**config.mk**
```make
export PLATFORM = sky130hd
export DESIGN_NAME = ccr_bank
export DESIGN_NICKNAME = d
export VERILOG_FILES = /design/src/verilog/ccr_pkg.sv /design/src/verilog/ccr_i2c_sync.sv /design/src/verilog/ccr_bank.sv
export VERILOG_INCLUDE_DIRS = /design/src /design/src/verilog
export SDC_FILE = /design/constraint.sdc
export NUM_CORES = 1
export LEC_CHECK = 0
export ABC_AREA = 1
export BUFFER_PORTS_ARGS = -buffer_cell sky130_fd_sc_hd__buf_2
export CAP_MARGIN = 30
export CORE_MARGIN = 1.5
export CORE_UTILIZATION = 30
export CTS_BUF_LIST = sky130_fd_sc_hd__clkbuf_2 sky130_fd_sc_hd__clkbuf_4 sky130_fd_sc_hd__clkbuf_8
export DETAILED_ROUTE_END_ITERATION = 16
export PLACE_DENSITY_LB_ADDON = 0.3
export SLEW_MARGIN = 10
export SYNTH_ARGS = -nofsm -noshare
export SYNTH_HDL_FRONTEND = slang
export SYNTH_SLANG_ARGS = --single-unit
```
**constraint.sdc**
```tcl
create_clock -name clk -period 6.87 [get_ports clk]
set_input_delay 1.0305 -clock clk [delete_from_list [all_inputs] [get_ports clk]]
set_output_delay 1.0305 -clock clk [all_outputs]
set_load 0.01 [all_outputs]
```
**src/verilog/ccr_params.svh**
```systemverilog
// Constants of the charger configuration register bank.
// Included by the package and by every design file; definitions only.
`ifndef CCR_PARAMS_SVH
`define CCR_PARAMS_SVH

// Bus address of the slave, seven bits
`define CCR_I2C_ADDR        7'h1a

// Register indices
`define CCR_ADDR_INPUT_SRC  8'h00
`define CCR_ADDR_CHG_EN     8'h01
`define CCR_ADDR_CHG_CUR    8'h02
`define CCR_ADDR_FAULT      8'h09
`define CCR_ADDR_FLAG       8'h0e
`define CCR_ADDR_LAST       8'h0f

// Power-on values
`define CCR_POWER_ON_VALUE_INPUT_SRC  8'h17
`define CCR_POWER_ON_VALUE_CHG_EN     8'h1a
`define CCR_POWER_ON_VALUE_CHG_CUR    8'hb4

// Fields that the watchdog expiry also returns to power-on value
`define CCR_WDM_INPUT_SRC   8'h80
`define CCR_WDM_CHG_EN      8'h70
`define CCR_WDM_CHG_CUR     8'hbf

// Read answers
`define CCR_RD_BEYOND       8'hff
`define CCR_RD_UNHELD       8'h00

// Field positions, input source control
`define CCR_BIT_FLOAT       7
`define CCR_POS_IND_HI      6
`define CCR_POS_IND_LO      5
`define CCR_POS_ILIM_HI     4
`define CCR_POS_ILIM_LO     0
// Field positions, charge enable control
`define CCR_BIT_LLM_DIS     7
`define CCR_BIT_KICK        6
`define CCR_BIT_BOOST       5
`define CCR_BIT_CHG         4
`define CCR_POS_SYSV_HI     3
`define CCR_POS_SYSV_LO     1
`define CCR_BIT_LOWBAT      0
// Field positions, charge current control
`define CCR_BIT_BLIM        7
`define CCR_BIT_FULLDRV     6
`define CCR_POS_FAST_CHARGE_CURRENT_CODE_HI     5
`define CCR_POS_FAST_CHARGE_CURRENT_CODE_LO     0

// Limit codes below this use the higher switch resistance (700 mA)
`define CCR_ILIM_FULL_CODE  5'h06

`endif

```
**src/verilog/ccr_pkg.sv**
```systemverilog
// Types of the charger configuration register bank.
// Assumes ccr_params.svh is on the include path.
`include "ccr_params.svh"

package ccr_pkg;

	// Serial slave states, one-hot
	typedef enum logic [8:0] {
		ST_IDLE     = 9'h001,
		ST_ADDR     = 9'h002,
		ST_ADDR_ACK = 9'h004,
		ST_REG      = 9'h008,
		ST_REG_ACK  = 9'h010,
		ST_WDATA    = 9'h020,
		ST_WACK     = 9'h040,
		ST_RDATA    = 9'h080,
		ST_RACK     = 9'h100
	} ccr_state_e;

	// Settings handed to the power stage
	typedef struct packed {
		logic        input_float_mode;
		logic [1:0]  indicator_pin_function;
		logic [4:0]  input_current_limit;
		logic        light_load_mod_disable;
		logic        boost_output_enable;
		logic        charge_active;
		logic [2:0]  system_voltage_floor;
		logic        boost_low_battery_select;
		logic        boost_current_limit;
		logic        input_switch_full_drive;
		logic [11:0] fast_charge_current_ma;
	} ccr_ctrl_s;

	// Conditioned bus pin events
	typedef struct packed {
		logic sda;
		logic scl_rise;
		logic scl_fall;
		logic start;
		logic stop;
	} ccr_bus_s;

endpackage : ccr_pkg

```
**src/verilog/ccr_i2c_sync.sv**
```systemverilog
// Pin conditioner for the serial bus: synchronises both lines and
// reports clock edges, start and stop. Assumes lines idle high.
`timescale 1ns/1ns
`include "ccr_params.svh"

module ccr_i2c_sync (
	// Clock and reset
	input  wire logic              clk,
	input  wire logic              rst,
	// Raw bus lines
	input  wire logic              scl_i,
	input  wire logic              sda_i,
	// Conditioned events
	output ccr_pkg::ccr_bus_s      bus_o
);

	logic [1:0] scl_sy_r;   // Two-flop synchroniser, clock line
	logic [1:0] sda_sy_r;   // Two-flop synchroniser, data line
	logic       scl_d_r;    // Previous synchronised clock
	logic       sda_d_r;    // Previous synchronised data

	// Edge and condition detection reads only the second stage
	wire scl_now = scl_sy_r[1];
	wire sda_now = sda_sy_r[1];
	wire rise_w  = scl_now & ~scl_d_r;
	wire fall_w  = ~scl_now & scl_d_r;
	wire start_w = scl_now & scl_d_r & sda_d_r & ~sda_now;
	wire stop_w  = scl_now & scl_d_r & ~sda_d_r & sda_now;

	// Synchronisers; reset to the idle-high bus level
	always_ff @(posedge clk or posedge rst)
	begin
		if (rst)
		begin
			scl_sy_r <= 2'h3;
			sda_sy_r <= 2'h3;
			scl_d_r  <= 1'b1;
			sda_d_r  <= 1'b1;
		end
		else
		begin
			scl_sy_r <= {scl_sy_r[0], scl_i};
			sda_sy_r <= {sda_sy_r[0], sda_i};
			scl_d_r  <= scl_now;
			sda_d_r  <= sda_now;
		end
	end

	// Registered events, all aligned with each other
	always_ff @(posedge clk or posedge rst)
	begin
		if (rst)
			bus_o <= '{sda: 1'b1, scl_rise: 1'b0, scl_fall: 1'b0, start: 1'b0, stop: 1'b0};
		else
			bus_o <= '{sda: sda_now, scl_rise: rise_w, scl_fall: fall_w,
			           start: start_w, stop: stop_w};
	end

endmodule : ccr_i2c_sync

```
**src/verilog/ccr_bank.sv**
```systemverilog
// Charger configuration register bank, registers 0x00 to 0x02, with
// its serial slave. Assumes open-drain lines resolved outside, and
// source detection, watchdog and register-reset logic on clk.
//
// How it works
// - All registers are eight bits, bit 0 lowest.
// - Slave answers only at seven-bit address 0x1A.
// - Register 0x00 powers up as 00010111.
// - Register 0x01 powers up as 00011010.
// - Register 0x02 powers up as 10110100.
// - Bit 7 of 0x00 floats the input.
// - Bits 6:5 of 0x00 pick indicator function.
// - Bits 4:0 of 0x00 set input limit.
// - Source detection loads limit; host writes after.
// - Bit 7 of 0x01 disables light-load modulation.
// - Writing kick bit restarts the watchdog.
// - Kick bit self-clears after restart or expiry.
// - Boost enable bit overrides charge enable.
// - Charging needs bit and low enable pin.
// - Bits 3:1 of 0x01 pick system floor.
// - Bit 7 of 0x02 picks boost limit.
// - Cleared bit 6 uses high resistance below 700mA unless boost is on.
// - Bits 5:0 of 0x02 map charge current table.
// - Reads beyond 0x0F return 0xFF.
// - Burst access steps address, skipping 0x09, 0x0E.
`timescale 1ns/1ns
`include "ccr_params.svh"

module ccr_bank (
	// Clock and reset
	input  wire logic              clk,
	input  wire logic              rst,
	// Serial bus pins, data line open drain
	input  wire logic              scl_i,
	input  wire logic              sda_i,
	output logic                   sda_o,
	output logic                   sda_oe,
	// Charge enable pin, active low, asynchronous
	input  wire logic              charge_enable_pin_low_n,
	// Source detection, same clock
	input  wire logic              detect_busy,
	input  wire logic              detect_done,
	input  wire logic [4:0]        detect_limit,
	// Watchdog and register reset, same clock
	input  wire logic              watchdog_expired,
	input  wire logic              reg_reset_cmd,
	output logic                   watchdog_restart,
	// Settings to the power stage
	output ccr_pkg::ccr_ctrl_s     ctrl_o
);

	// Next pointer in a burst, stepping over fault and flag registers
	function automatic logic [7:0] next_ptr(input logic [7:0] p);
		logic [7:0] n;
		n = p + 8'h01;
		if (n == `CCR_ADDR_FAULT || n == `CCR_ADDR_FLAG)
			n = n + 8'h01;
		return n;
	endfunction : next_ptr

	// Piecewise charge current table, result in milliamps
	function automatic logic [11:0] fast_charge_current_code_ma(input logic [5:0] c);
		logic [11:0] k;
		k = {6'h00, c};
		if (c < 6'h08)
			return 12'(k * 12'h005);
		else if (c < 6'h10)
			return 12'(12'h028 + (k - 12'h008) * 12'h00a);
		else if (c < 6'h18)
			return 12'(12'h082 + (k - 12'h010) * 12'h014);
		else if (c < 6'h20)
			return 12'(12'h12c + (k - 12'h018) * 12'h01e);
		else if (c < 6'h30)
			return 12'(12'h21c + (k - 12'h020) * 12'h03c);
		else if (c < 6'h3d)
			return 12'(12'h5dc + (k - 12'h030) * 12'h078);
		else
			return 12'hbb8;
	endfunction : fast_charge_current_code_ma

	// Watchdog subset returns to power-on value, the rest stays
	function automatic logic [7:0] wd_clean(input logic [7:0] v,
	                                        input logic [7:0] power_on_value,
	                                        input logic [7:0] mask);
		return (v & ~mask) | (power_on_value & mask);
	endfunction : wd_clean

	ccr_pkg::ccr_bus_s  bus;          // Conditioned bus events
	ccr_pkg::ccr_state_e state_r;     // Slave state
	ccr_pkg::ccr_state_e state_nxt;   // Next slave state
	logic [7:0] src_r;                // Input source control
	logic [7:0] chg_r;                // Charge enable control
	logic [7:0] cur_r;                // Charge current control
	logic [7:0] shift_r;              // Receive shifter
	logic [7:0] tx_r;                 // Transmit shifter
	logic [7:0] ptr_r;                // Register pointer
	logic [3:0] bit_cnt_r;            // Bits seen in this byte
	logic       rw_r;                 // Read transfer when set
	logic [1:0] ce_sy_r;              // Enable pin synchroniser
	logic       sda_oe_nxt;           // Next data line pull-down

	// Pin conditioner
	ccr_i2c_sync u_sync (
		.clk   (clk),
		.rst   (rst),
		.scl_i (scl_i),
		.sda_i (sda_i),
		.bus_o (bus)
	);

	// Byte boundaries of the slave
	wire byte_done = bus.scl_fall & (bit_cnt_r == 4'h8);
	wire addr_hit  = (shift_r[7:1] == `CCR_I2C_ADDR);
	wire in_rx     = (state_r == ccr_pkg::ST_ADDR) | (state_r == ccr_pkg::ST_REG) |
	                 (state_r == ccr_pkg::ST_WDATA);
	wire wr_stb    = (state_r == ccr_pkg::ST_WDATA) & byte_done;
	wire rack_ok   = (state_r == ccr_pkg::ST_RACK) & bus.scl_rise & ~bus.sda;

	// Read multiplexer
	wire       ptr_beyond = (ptr_r > `CCR_ADDR_LAST);
	wire [7:0] rd_held = (ptr_r == `CCR_ADDR_INPUT_SRC) ? src_r :
	                     (ptr_r == `CCR_ADDR_CHG_EN)    ? chg_r :
	                     (ptr_r == `CCR_ADDR_CHG_CUR)   ? cur_r : `CCR_RD_UNHELD;
	wire [7:0] rd_byte = ptr_beyond ? `CCR_RD_BEYOND : rd_held;

	// Write strobes per register
	wire wr_src = wr_stb & (ptr_r == `CCR_ADDR_INPUT_SRC);
	wire wr_chg = wr_stb & (ptr_r == `CCR_ADDR_CHG_EN);
	wire wr_cur = wr_stb & (ptr_r == `CCR_ADDR_CHG_CUR);

	// Watchdog stage of the next values
	wire [7:0] src_wd = watchdog_expired ?
	                    wd_clean(src_r, `CCR_POWER_ON_VALUE_INPUT_SRC, `CCR_WDM_INPUT_SRC) : src_r;
	wire [7:0] cur_wd = watchdog_expired ?
	                    wd_clean(cur_r, `CCR_POWER_ON_VALUE_CHG_CUR, `CCR_WDM_CHG_CUR) : cur_r;
	wire [7:0] chg_wd = watchdog_expired ?
	                    wd_clean(chg_r, `CCR_POWER_ON_VALUE_CHG_EN, `CCR_WDM_CHG_EN) : chg_r;

	// Kick bit drops once the restart pulse has gone out
	wire [7:0] chg_kc = watchdog_restart ? (chg_wd & ~(8'h01 << `CCR_BIT_KICK)) : chg_wd;

	// Host write stage; limit field is held while detection runs
	wire [4:0] ilim_host = detect_busy ? src_wd[`CCR_POS_ILIM_HI:`CCR_POS_ILIM_LO] :
	                       shift_r[`CCR_POS_ILIM_HI:`CCR_POS_ILIM_LO];
	wire [7:0] src_hw  = wr_src ? {shift_r[7:5], ilim_host} : src_wd;
	wire [7:0] chg_hw  = wr_chg ? shift_r : chg_kc; // A write of 1 beats the self-clear
	wire [7:0] cur_hw  = wr_cur ? shift_r : cur_wd;

	// Detection result wins over a host write in the same cycle
	wire [7:0] src_nxt = detect_done ? {src_hw[7:5], detect_limit} : src_hw;
	wire [7:0] chg_nxt = chg_hw;
	wire [7:0] cur_nxt = cur_hw;

	// Restart request on any write that sets the kick bit
	wire restart_nxt = wr_chg & shift_r[`CCR_BIT_KICK];

	// Register file; register-reset returns every field
	always_ff @(posedge clk or posedge rst)
	begin
		if (rst)
		begin
			src_r <= `CCR_POWER_ON_VALUE_INPUT_SRC;
			chg_r <= `CCR_POWER_ON_VALUE_CHG_EN;
			cur_r <= `CCR_POWER_ON_VALUE_CHG_CUR;
		end
		else if (reg_reset_cmd)
		begin
			src_r <= `CCR_POWER_ON_VALUE_INPUT_SRC;
			chg_r <= `CCR_POWER_ON_VALUE_CHG_EN;
			cur_r <= `CCR_POWER_ON_VALUE_CHG_CUR;
		end
		else
		begin
			src_r <= src_nxt;
			chg_r <= chg_nxt;
			cur_r <= cur_nxt;
		end
	end

	// Watchdog restart pulse, one cycle per kick
	always_ff @(posedge clk or posedge rst)
	begin
		if (rst)
			watchdog_restart <= 1'b0;
		else
			watchdog_restart <= restart_nxt & ~reg_reset_cmd;
	end

	// Slave state transitions; start and stop override everything
	always_comb
	begin
		state_nxt = state_r;
		case (state_r)
			ccr_pkg::ST_IDLE:
				state_nxt = ccr_pkg::ST_IDLE;
			ccr_pkg::ST_ADDR:
				if (byte_done)
					state_nxt = addr_hit ? ccr_pkg::ST_ADDR_ACK : ccr_pkg::ST_IDLE;
			ccr_pkg::ST_ADDR_ACK:
				if (bus.scl_fall)
					state_nxt = rw_r ? ccr_pkg::ST_RDATA : ccr_pkg::ST_REG;
			ccr_pkg::ST_REG:
				if (byte_done)
					state_nxt = ccr_pkg::ST_REG_ACK;
			ccr_pkg::ST_REG_ACK:
				if (bus.scl_fall)
					state_nxt = ccr_pkg::ST_WDATA;
			ccr_pkg::ST_WDATA:
				if (byte_done)
					state_nxt = ccr_pkg::ST_WACK;
			ccr_pkg::ST_WACK:
				if (bus.scl_fall)
					state_nxt = ccr_pkg::ST_WDATA;
			ccr_pkg::ST_RDATA:
				if (byte_done)
					state_nxt = ccr_pkg::ST_RACK;
			ccr_pkg::ST_RACK:
				if (bus.scl_rise && bus.sda)
					state_nxt = ccr_pkg::ST_IDLE; // Refusal ends the read
				else if (bus.scl_fall)
					state_nxt = ccr_pkg::ST_RDATA;
			default:
				state_nxt = ccr_pkg::ST_IDLE;
		endcase
		if (bus.stop)
			state_nxt = ccr_pkg::ST_IDLE;
		if (bus.start)
			state_nxt = ccr_pkg::ST_ADDR;
	end

	// State register
	always_ff @(posedge clk or posedge rst)
	begin
		if (rst)
			state_r <= ccr_pkg::ST_IDLE;
		else
			state_r <= state_nxt;
	end

	// Bit counter; restarts on start and at each new byte
	always_ff @(posedge clk or posedge rst)
	begin
		if (rst)
			bit_cnt_r <= 4'h0;
		else if (bus.start || (bus.scl_fall && state_r != state_nxt))
			bit_cnt_r <= 4'h0;
		else if (bus.scl_rise && bit_cnt_r != 4'h8)
			bit_cnt_r <= bit_cnt_r + 4'h1;
	end

	// Receive shifter, most significant bit first
	always_ff @(posedge clk or posedge rst)
	begin
		if (rst)
			shift_r <= 8'h00;
		else if (in_rx && bus.scl_rise && bit_cnt_r != 4'h8)
			shift_r <= {shift_r[6:0], bus.sda};
	end

	// Direction latched with the address byte
	always_ff @(posedge clk or posedge rst)
	begin
		if (rst)
			rw_r <= 1'b0;
		else if (state_r == ccr_pkg::ST_ADDR && byte_done)
			rw_r <= shift_r[0];
	end

	// Pointer: loaded by the register byte, stepped after each written or acknowledged read byte
	always_ff @(posedge clk or posedge rst)
	begin
		if (rst)
			ptr_r <= 8'h00;
		else if (state_r == ccr_pkg::ST_REG && byte_done)
			ptr_r <= shift_r;
		else if (wr_stb || rack_ok)
			ptr_r <= next_ptr(ptr_r);
	end

	// Transmit shifter; a byte is loaded as the data phase begins
	always_ff @(posedge clk or posedge rst)
	begin
		if (rst)
			tx_r <= 8'h00;
		else if (bus.scl_fall && state_nxt == ccr_pkg::ST_RDATA && state_r != ccr_pkg::ST_RDATA)
			tx_r <= rd_byte;
		else if (bus.scl_fall && state_r == ccr_pkg::ST_RDATA)
			tx_r <= {tx_r[6:0], 1'b1};
	end

	// Data line pull-down: acknowledge, or a zero data bit
	always_comb
	begin
		sda_oe_nxt = sda_oe;
		if (bus.scl_fall)
		begin
			case (state_nxt)
				ccr_pkg::ST_ADDR_ACK,
				ccr_pkg::ST_REG_ACK,
				ccr_pkg::ST_WACK:
					sda_oe_nxt = 1'b1;
				ccr_pkg::ST_RDATA:
					if (state_r == ccr_pkg::ST_RDATA)
						sda_oe_nxt = ~tx_r[6];
					else
						sda_oe_nxt = ~rd_byte[7];
				default:
					sda_oe_nxt = 1'b0;
			endcase
		end
		if (bus.start || bus.stop || state_nxt == ccr_pkg::ST_IDLE)
			sda_oe_nxt = 1'b0;
	end

	// Pin flops; the line is only ever pulled low
	always_ff @(posedge clk or posedge rst)
	begin
		if (rst)
		begin
			sda_oe <= 1'b0;
			sda_o  <= 1'b0;
		end
		else
		begin
			sda_oe <= sda_oe_nxt;
			sda_o  <= 1'b0;
		end
	end

	// Enable pin synchroniser; only the second stage is used
	always_ff @(posedge clk or posedge rst)
	begin
		if (rst)
			ce_sy_r <= 2'h3;
		else
			ce_sy_r <= {ce_sy_r[0], charge_enable_pin_low_n};
	end

	// Decoded settings
	wire       boost_w  = chg_r[`CCR_BIT_BOOST];
	wire       charge_w = chg_r[`CCR_BIT_CHG] & ~ce_sy_r[1] & ~boost_w;
	wire [4:0] ilim_w   = src_r[`CCR_POS_ILIM_HI:`CCR_POS_ILIM_LO];
	wire       fulldrv_w = boost_w | cur_r[`CCR_BIT_FULLDRV] |
	                       (ilim_w >= `CCR_ILIM_FULL_CODE);

	// Settings register; one cycle behind the register file
	always_ff @(posedge clk or posedge rst)
	begin
		if (rst)
			ctrl_o <= '0;
		else
		begin
			ctrl_o.input_float_mode         <= src_r[`CCR_BIT_FLOAT];
			ctrl_o.indicator_pin_function   <= src_r[`CCR_POS_IND_HI:`CCR_POS_IND_LO];
			ctrl_o.input_current_limit      <= ilim_w;
			ctrl_o.light_load_mod_disable   <= chg_r[`CCR_BIT_LLM_DIS];
			ctrl_o.boost_output_enable      <= boost_w;
			ctrl_o.charge_active            <= charge_w;
			ctrl_o.system_voltage_floor     <= chg_r[`CCR_POS_SYSV_HI:`CCR_POS_SYSV_LO];
			ctrl_o.boost_low_battery_select <= chg_r[`CCR_BIT_LOWBAT];
			ctrl_o.boost_current_limit      <= cur_r[`CCR_BIT_BLIM];
			ctrl_o.input_switch_full_drive  <= fulldrv_w;
			ctrl_o.fast_charge_current_ma   <= fast_charge_current_code_ma(cur_r[`CCR_POS_FAST_CHARGE_CURRENT_CODE_HI:`CCR_POS_FAST_CHARGE_CURRENT_CODE_LO]);
		end
	end

endmodule : ccr_bank

```
# Word-level counts from Yosys, hierarchy flattened
# Cells that the tools add are included.
# word_totals
ff_bits	104
word_cells	184
input_bits	14
# op_classes
mux	46
bitwise_logic	31
order_cmp	8
n_mul	6
addsub	13
eq_ne	22
n_reduce_logical	25
# ops
operator	count
8-bit 2-to-1 mux	16
9-bit 2-to-1 mux	10
12-bit 2-to-1 mux	6
9-bit case mux with 7 select lines	1
7-bit 2-to-1 mux	4
1-bit AND	18
9-bit by 3-bit equality test with 1-bit output, second input constant	2
9-bit by 5-bit equality test with 1-bit output, second input constant	2
9-bit by 7-bit equality test with 1-bit output, second input constant	2
9-bit by 8-bit equality test with 1-bit output, second input constant	2
6-bit less-than comparator, second input constant	3
8-bit by 1-bit adder with 8-bit output, second input constant	2
8-bit by 4-bit equality test with 1-bit output, second input constant	2
6-bit by 5-bit subtractor with 7-bit output, second input constant	2
6-bit by 6-bit subtractor with 7-bit output, second input constant	2
10-bit by 12-bit adder with 12-bit output, first input constant	1
11-bit by 12-bit adder with 12-bit output, first input constant	1
6-bit by 12-bit adder with 12-bit output, first input constant	1
8-bit by 12-bit adder with 12-bit output, first input constant	1
9-bit by 12-bit adder with 12-bit output, first input constant	1
6-bit by 5-bit less-than comparator with 1-bit output, second input constant	2
12-bit by 3-bit multiplier with 10-bit output, second input constant	1
12-bit by 3-bit multiplier with 11-bit output, second input constant	1
12-bit by 4-bit multiplier with 10-bit output, second input constant	1
35 further kinds	67

# Depth between registers and ports, before layout
# logic_depth
ltp_word	11
mapped_depth	24
ltp_nobuf	23

# Modules after synthesis
# From an unflattened synthesis, not the netlist that was laid out.
# hier_totals
hier_cells	1135
area_unflattened_um2	8638.3
# by_module_without_submodules
module	area_per_inst_um2	seq_area_each_um2	instances	cells_each
ccr_bank	8328.0	2369.8	1	1112
ccr_i2c_sync	310.3	257.7	1	23

# Worst setup path after synthesis
# Ideal clock, no wire load.
# synth_path
path_type	reg-to-reg
from	reg cur_r[5]
to	reg ctrl_o[10] (netlist bit)
setup_ns	0.113
path_slack_ns	3.134
arrival_time_ns	3.623
stages_incl_launch_ff	20
path_cell_list	dfstp_2 -> inv_1 -> buf_1 -> ha_1 -> a21oi_2 -> fa_1 -> xor2_1 -> xor2_1 -> ha_1 -> nand2_1 -> inv_1 -> a21boi_0 -> nand3b_1 -> nand2_1 -> nand3b_1 -> nand3_1 -> nand3_1 -> nand3_1 -> nand2_1 -> inv_1
# synth_between
elab_chain_len	9
word_cells_on_any_way	27
classes_between	10 x add/sub; 5 x mul; 6 x order compare; 6 x mux
# synth_lines
item	line_no	rtl
start, declared	ccr_bank.sv:93	logic [7:0] cur_r;
start signal, assigned	ccr_bank.sv:164	cur_r <= `CCR_POWER_ON_VALUE_CHG_CUR;
start signal, assigned	ccr_bank.sv:170	cur_r <= `CCR_POWER_ON_VALUE_CHG_CUR;
start signal, assigned	ccr_bank.sv:176	cur_r <= cur_nxt;
6-bit by 6-bit subtractor with 7-bit output	ccr_bank.sv:76	return 12'(12'h5dc + (k - 12'h030) * 12'h078);
12-bit by 4-bit multiplier with 9-bit output	ccr_bank.sv:76	
11-bit by 12-bit adder with 12-bit output	ccr_bank.sv:76	
12-bit 2-to-1 mux	ccr_bank.sv:75	else if (c < 6'h3d)
12-bit 2-to-1 mux	ccr_bank.sv:73	else if (c < 6'h30)
12-bit 2-to-1 mux	ccr_bank.sv:71	else if (c < 6'h20)
12-bit 2-to-1 mux	ccr_bank.sv:69	else if (c < 6'h18)
12-bit 2-to-1 mux	ccr_bank.sv:67	else if (c < 6'h10)
12-bit 2-to-1 mux (*)	ccr_bank.sv:65	if (c < 6'h08)
end, declared	ccr_bank.sv:49	output ccr_pkg::ccr_ctrl_s ctrl_o
# Mark *: on every way between the ends. The rest lies on a longest branch, timed or not.
# A chain may end at the register's enable or synchronous reset.

# Worst setup path in the final report
# layout_path
from	reg cur_r[5]
to	reg ctrl_o[11] (netlist bit)
# Same word-level chain as after synthesis.

==> results_dict.tcl <==
set metrics [dict create \
    grt_util_all_layers_pct 16.8 \
    die-height_um 173 \
    num_vias 7945 \
    route.detailed.drc 0 \
    synth_edf_count 0 \
    dieArea_um2 29800 \
    r2r-start "cur_r[5]" \
    clock_sinks 104 \
    fin_crit_ps 5170 \
    cp.arrival_ps 5510 \
    syn_to_final_growth_pct 9.87 \
    final_util_pct 33.8 \
    drv_cap 0 \
    ys_seq_area_share_pct 30.5 \
    antenna_found_initial 1 \
    initial_core_util_pct 30.8 \
    async_reset_ff_share_pct 100 \
    drive_gt1_share_pct 9.79 \
    grt_max_degree 72 \
    p_leak_nw 4.78 \
    place_hpwl_um 19400 \
    drtIter0Drc 686 \
    overflow 0 \
    cts_root_buf "clkbuf_8" \
    fin_nets 1323 \
    cp_max_fo 25 \
    grt_pass1_vias 7487 \
    reg2reg_to "ctrl_o[11]" \
    outcome "completed" \
    ant_nets 0 \
    io_pins 46 \
    ys_seq_elements 104 \
    wl_um 24800 \
    vias_per_cell 4.98 \
    htreeDepth 3 \
    portBuffers 44 \
    dp_slack_ps 1820 \
    peakVddDrop_mv 0.0818 \
    cts_setup_buffers 0 \
    n_antenna_cell 0 \
    clock_skew_ps 16.0 \
    cp-start-kind "flip-flop" \
    ys_warn_count 0 \
    layout_common_cells "nand2_1, inv_1, nand3_1" \
    hold_buffers 0 \
    drv_slew 0 \
    worstHoldPathCells 0 \
    synthesis.nets 1287 \
    ctsResizeCount 0 \
    grt_pass1_wl_um 40100 \
    hold_start "ce_sy_r[0]" \
    slew-limit-headroom_pct 41.5 \
    tightestPinTransition_ps 871 \
    layout_commonest_cell "nand2_1" \
    synth_area_um2 8620 \
    hold_end "ce_sy_r[1]" \
    cts_buffers 9 \
    tritoncts "done" \
    die_w_um 173 \
    syn_avg_cell_area_um2 7.34 \
    gp_congestion 0.889 \
    hold_viol_final 0 \
    r2r_setup_slack_ps 1700 \
    rsz0062_at_grt "no" \
    max_freq_mhz 193 \
    post-route-period-util_pct 75.3 \
    reg2regPathDepth 15 \
    setup_violations 0 \
    fin_ws_ps 1700 \
    critical_path_class "flip-flop to flip-flop" \
    drt-pass1-iter-count 5 \
    synthCells 1175 \
    clk-insertion-delay-late_ps 410 \
    clockBufferDepth 2 \
    min_path_type "flip-flop to flip-flop" \
    ys_types 53 \
    finalSetupTns_ps 0 \
    power.density_nw_per_um2 121 \
    rows 61 \
    core_area_um2 28000 \
    endpoint_kind "flip-flop" \
    required_ps 7210 \
    fin_area_um2 9480 \
    ys.flop_type "dfrtp_1" \
    post_dp_cell_area_um2 9230 \
    wl_per_cell_um 15.5 \
    clk_pin_slew_ps 120 \
]
[cells by family (layout without fill, tap and decap cells)]
logic type	after synthesis	in the layout	share of synthesized area, %
other	1	1	0.0435
AOI/OAI and AO/OA	197	197	13.3
xor gates and xnor gates	41	41	4.16
and+or+nand+nor	527	527	27.1
buffers and inverters	207	248	9.20
adders and majority gates	98	98	15.8
DFF	104	104	30.5
[area by class of cell]
type | count | area, um^2
clock buffers | 9 | 124
fillers | 3003 | 18500
repair buffers | 46 | 255
inverters | 186 | 701
flip-flops and latches | 104 | 2630
clock inverters | 7 | 91.3
multi-input cells | 864 | 5200
well taps | 378 | 473
[per-stage QoR]
step	hold slack [ps]	power (W)	cells
3_3_place_gp	346	0.000744	1577
6_report	363	0.00114	1594
3_5_place_dp	348	0.000746	1577
2_1_floorplan	345	0.000716	1175
4_1_cts	366	0.00116	1593
5_1_grt	372	0.00120	1594
[where the power goes]
group / internal, W / leakage (nW) / switching (W) / total (W)
combinational: 0.0000273 / 3.38 / 0.0000555 / 0.0000829
sequential: 0.000635 / 1.30 / 0.0000161 / 0.000652
clock: 0.000149 / 0.106 / 0.000261 / 0.000410
[sequential cells by signal (all words and copies together) (netlist names), 4 cells and up]
register	cells
tx_r	7
ctrl_o	29
u_sync.bus_o	4
bit_cnt_r	4
src_r	8
shift_r	8
ptr_r	8
cur_r	8
chg_r	8
state_r	9
[synth_stat cells, drive strengths merged, types with 8 or more instances]
cell	n	area, um^2
nand2	274	1040
inv	185	694
nand3	99	531
nor2	97	399
dfrtp	84	2100
o21ai	82	410
ha	80	1000
a21oi	58	309
xor2	26	228
dfstp	20	526
nand4	20	131
fa	18	360
nor3	15	86.3
xnor2	15	131
buf	12	61.3
nand3b	11	82.6
o31ai	10	75.1
clkbuf	9	33.8
o22ai	9	56.3
o211ai	8	60.1
or2	8	50.1
[worst max path at each step]
| stage | from | endpoint | slack, ps |
|---|---|---|---|
| after floorplan | cur_r[5] | ctrl_o[10] | 3130 |
| after global placement | cur_r[5] | ctrl_o[11] | 1770 |
| after detailed placement | cur_r[5] | ctrl_o[11] | 1820 |
| after CTS | cur_r[5] | ctrl_o[11] | 1750 |
| after global routing | cur_r[5] | ctrl_o[11] | 1250 |
| final | cur_r[5] | ctrl_o[11] | 1700 |
[critical path, cell delays in order, from the launching register on]
cell and delay, ps:
dfstp_2 930, inv_1 570, ha_1 540, inv_1 510, a21oi_1 260, ha_1 410
ha_1 340, nand2_1 60, o21ai_0 280, nand2_1 100, a21oi_1 180, xor2_1 270
nor2_1 100, o21ai_0 240, nand2_1 130, a21oi_1 130
[metal layers]
metal	track usage, %	wire length [um]
met5	0	0
met1	23.4	11800
met2	26.7	11100
met4	4.57	451
met3	2.95	1400
Power figures use the tool's default switching activity.
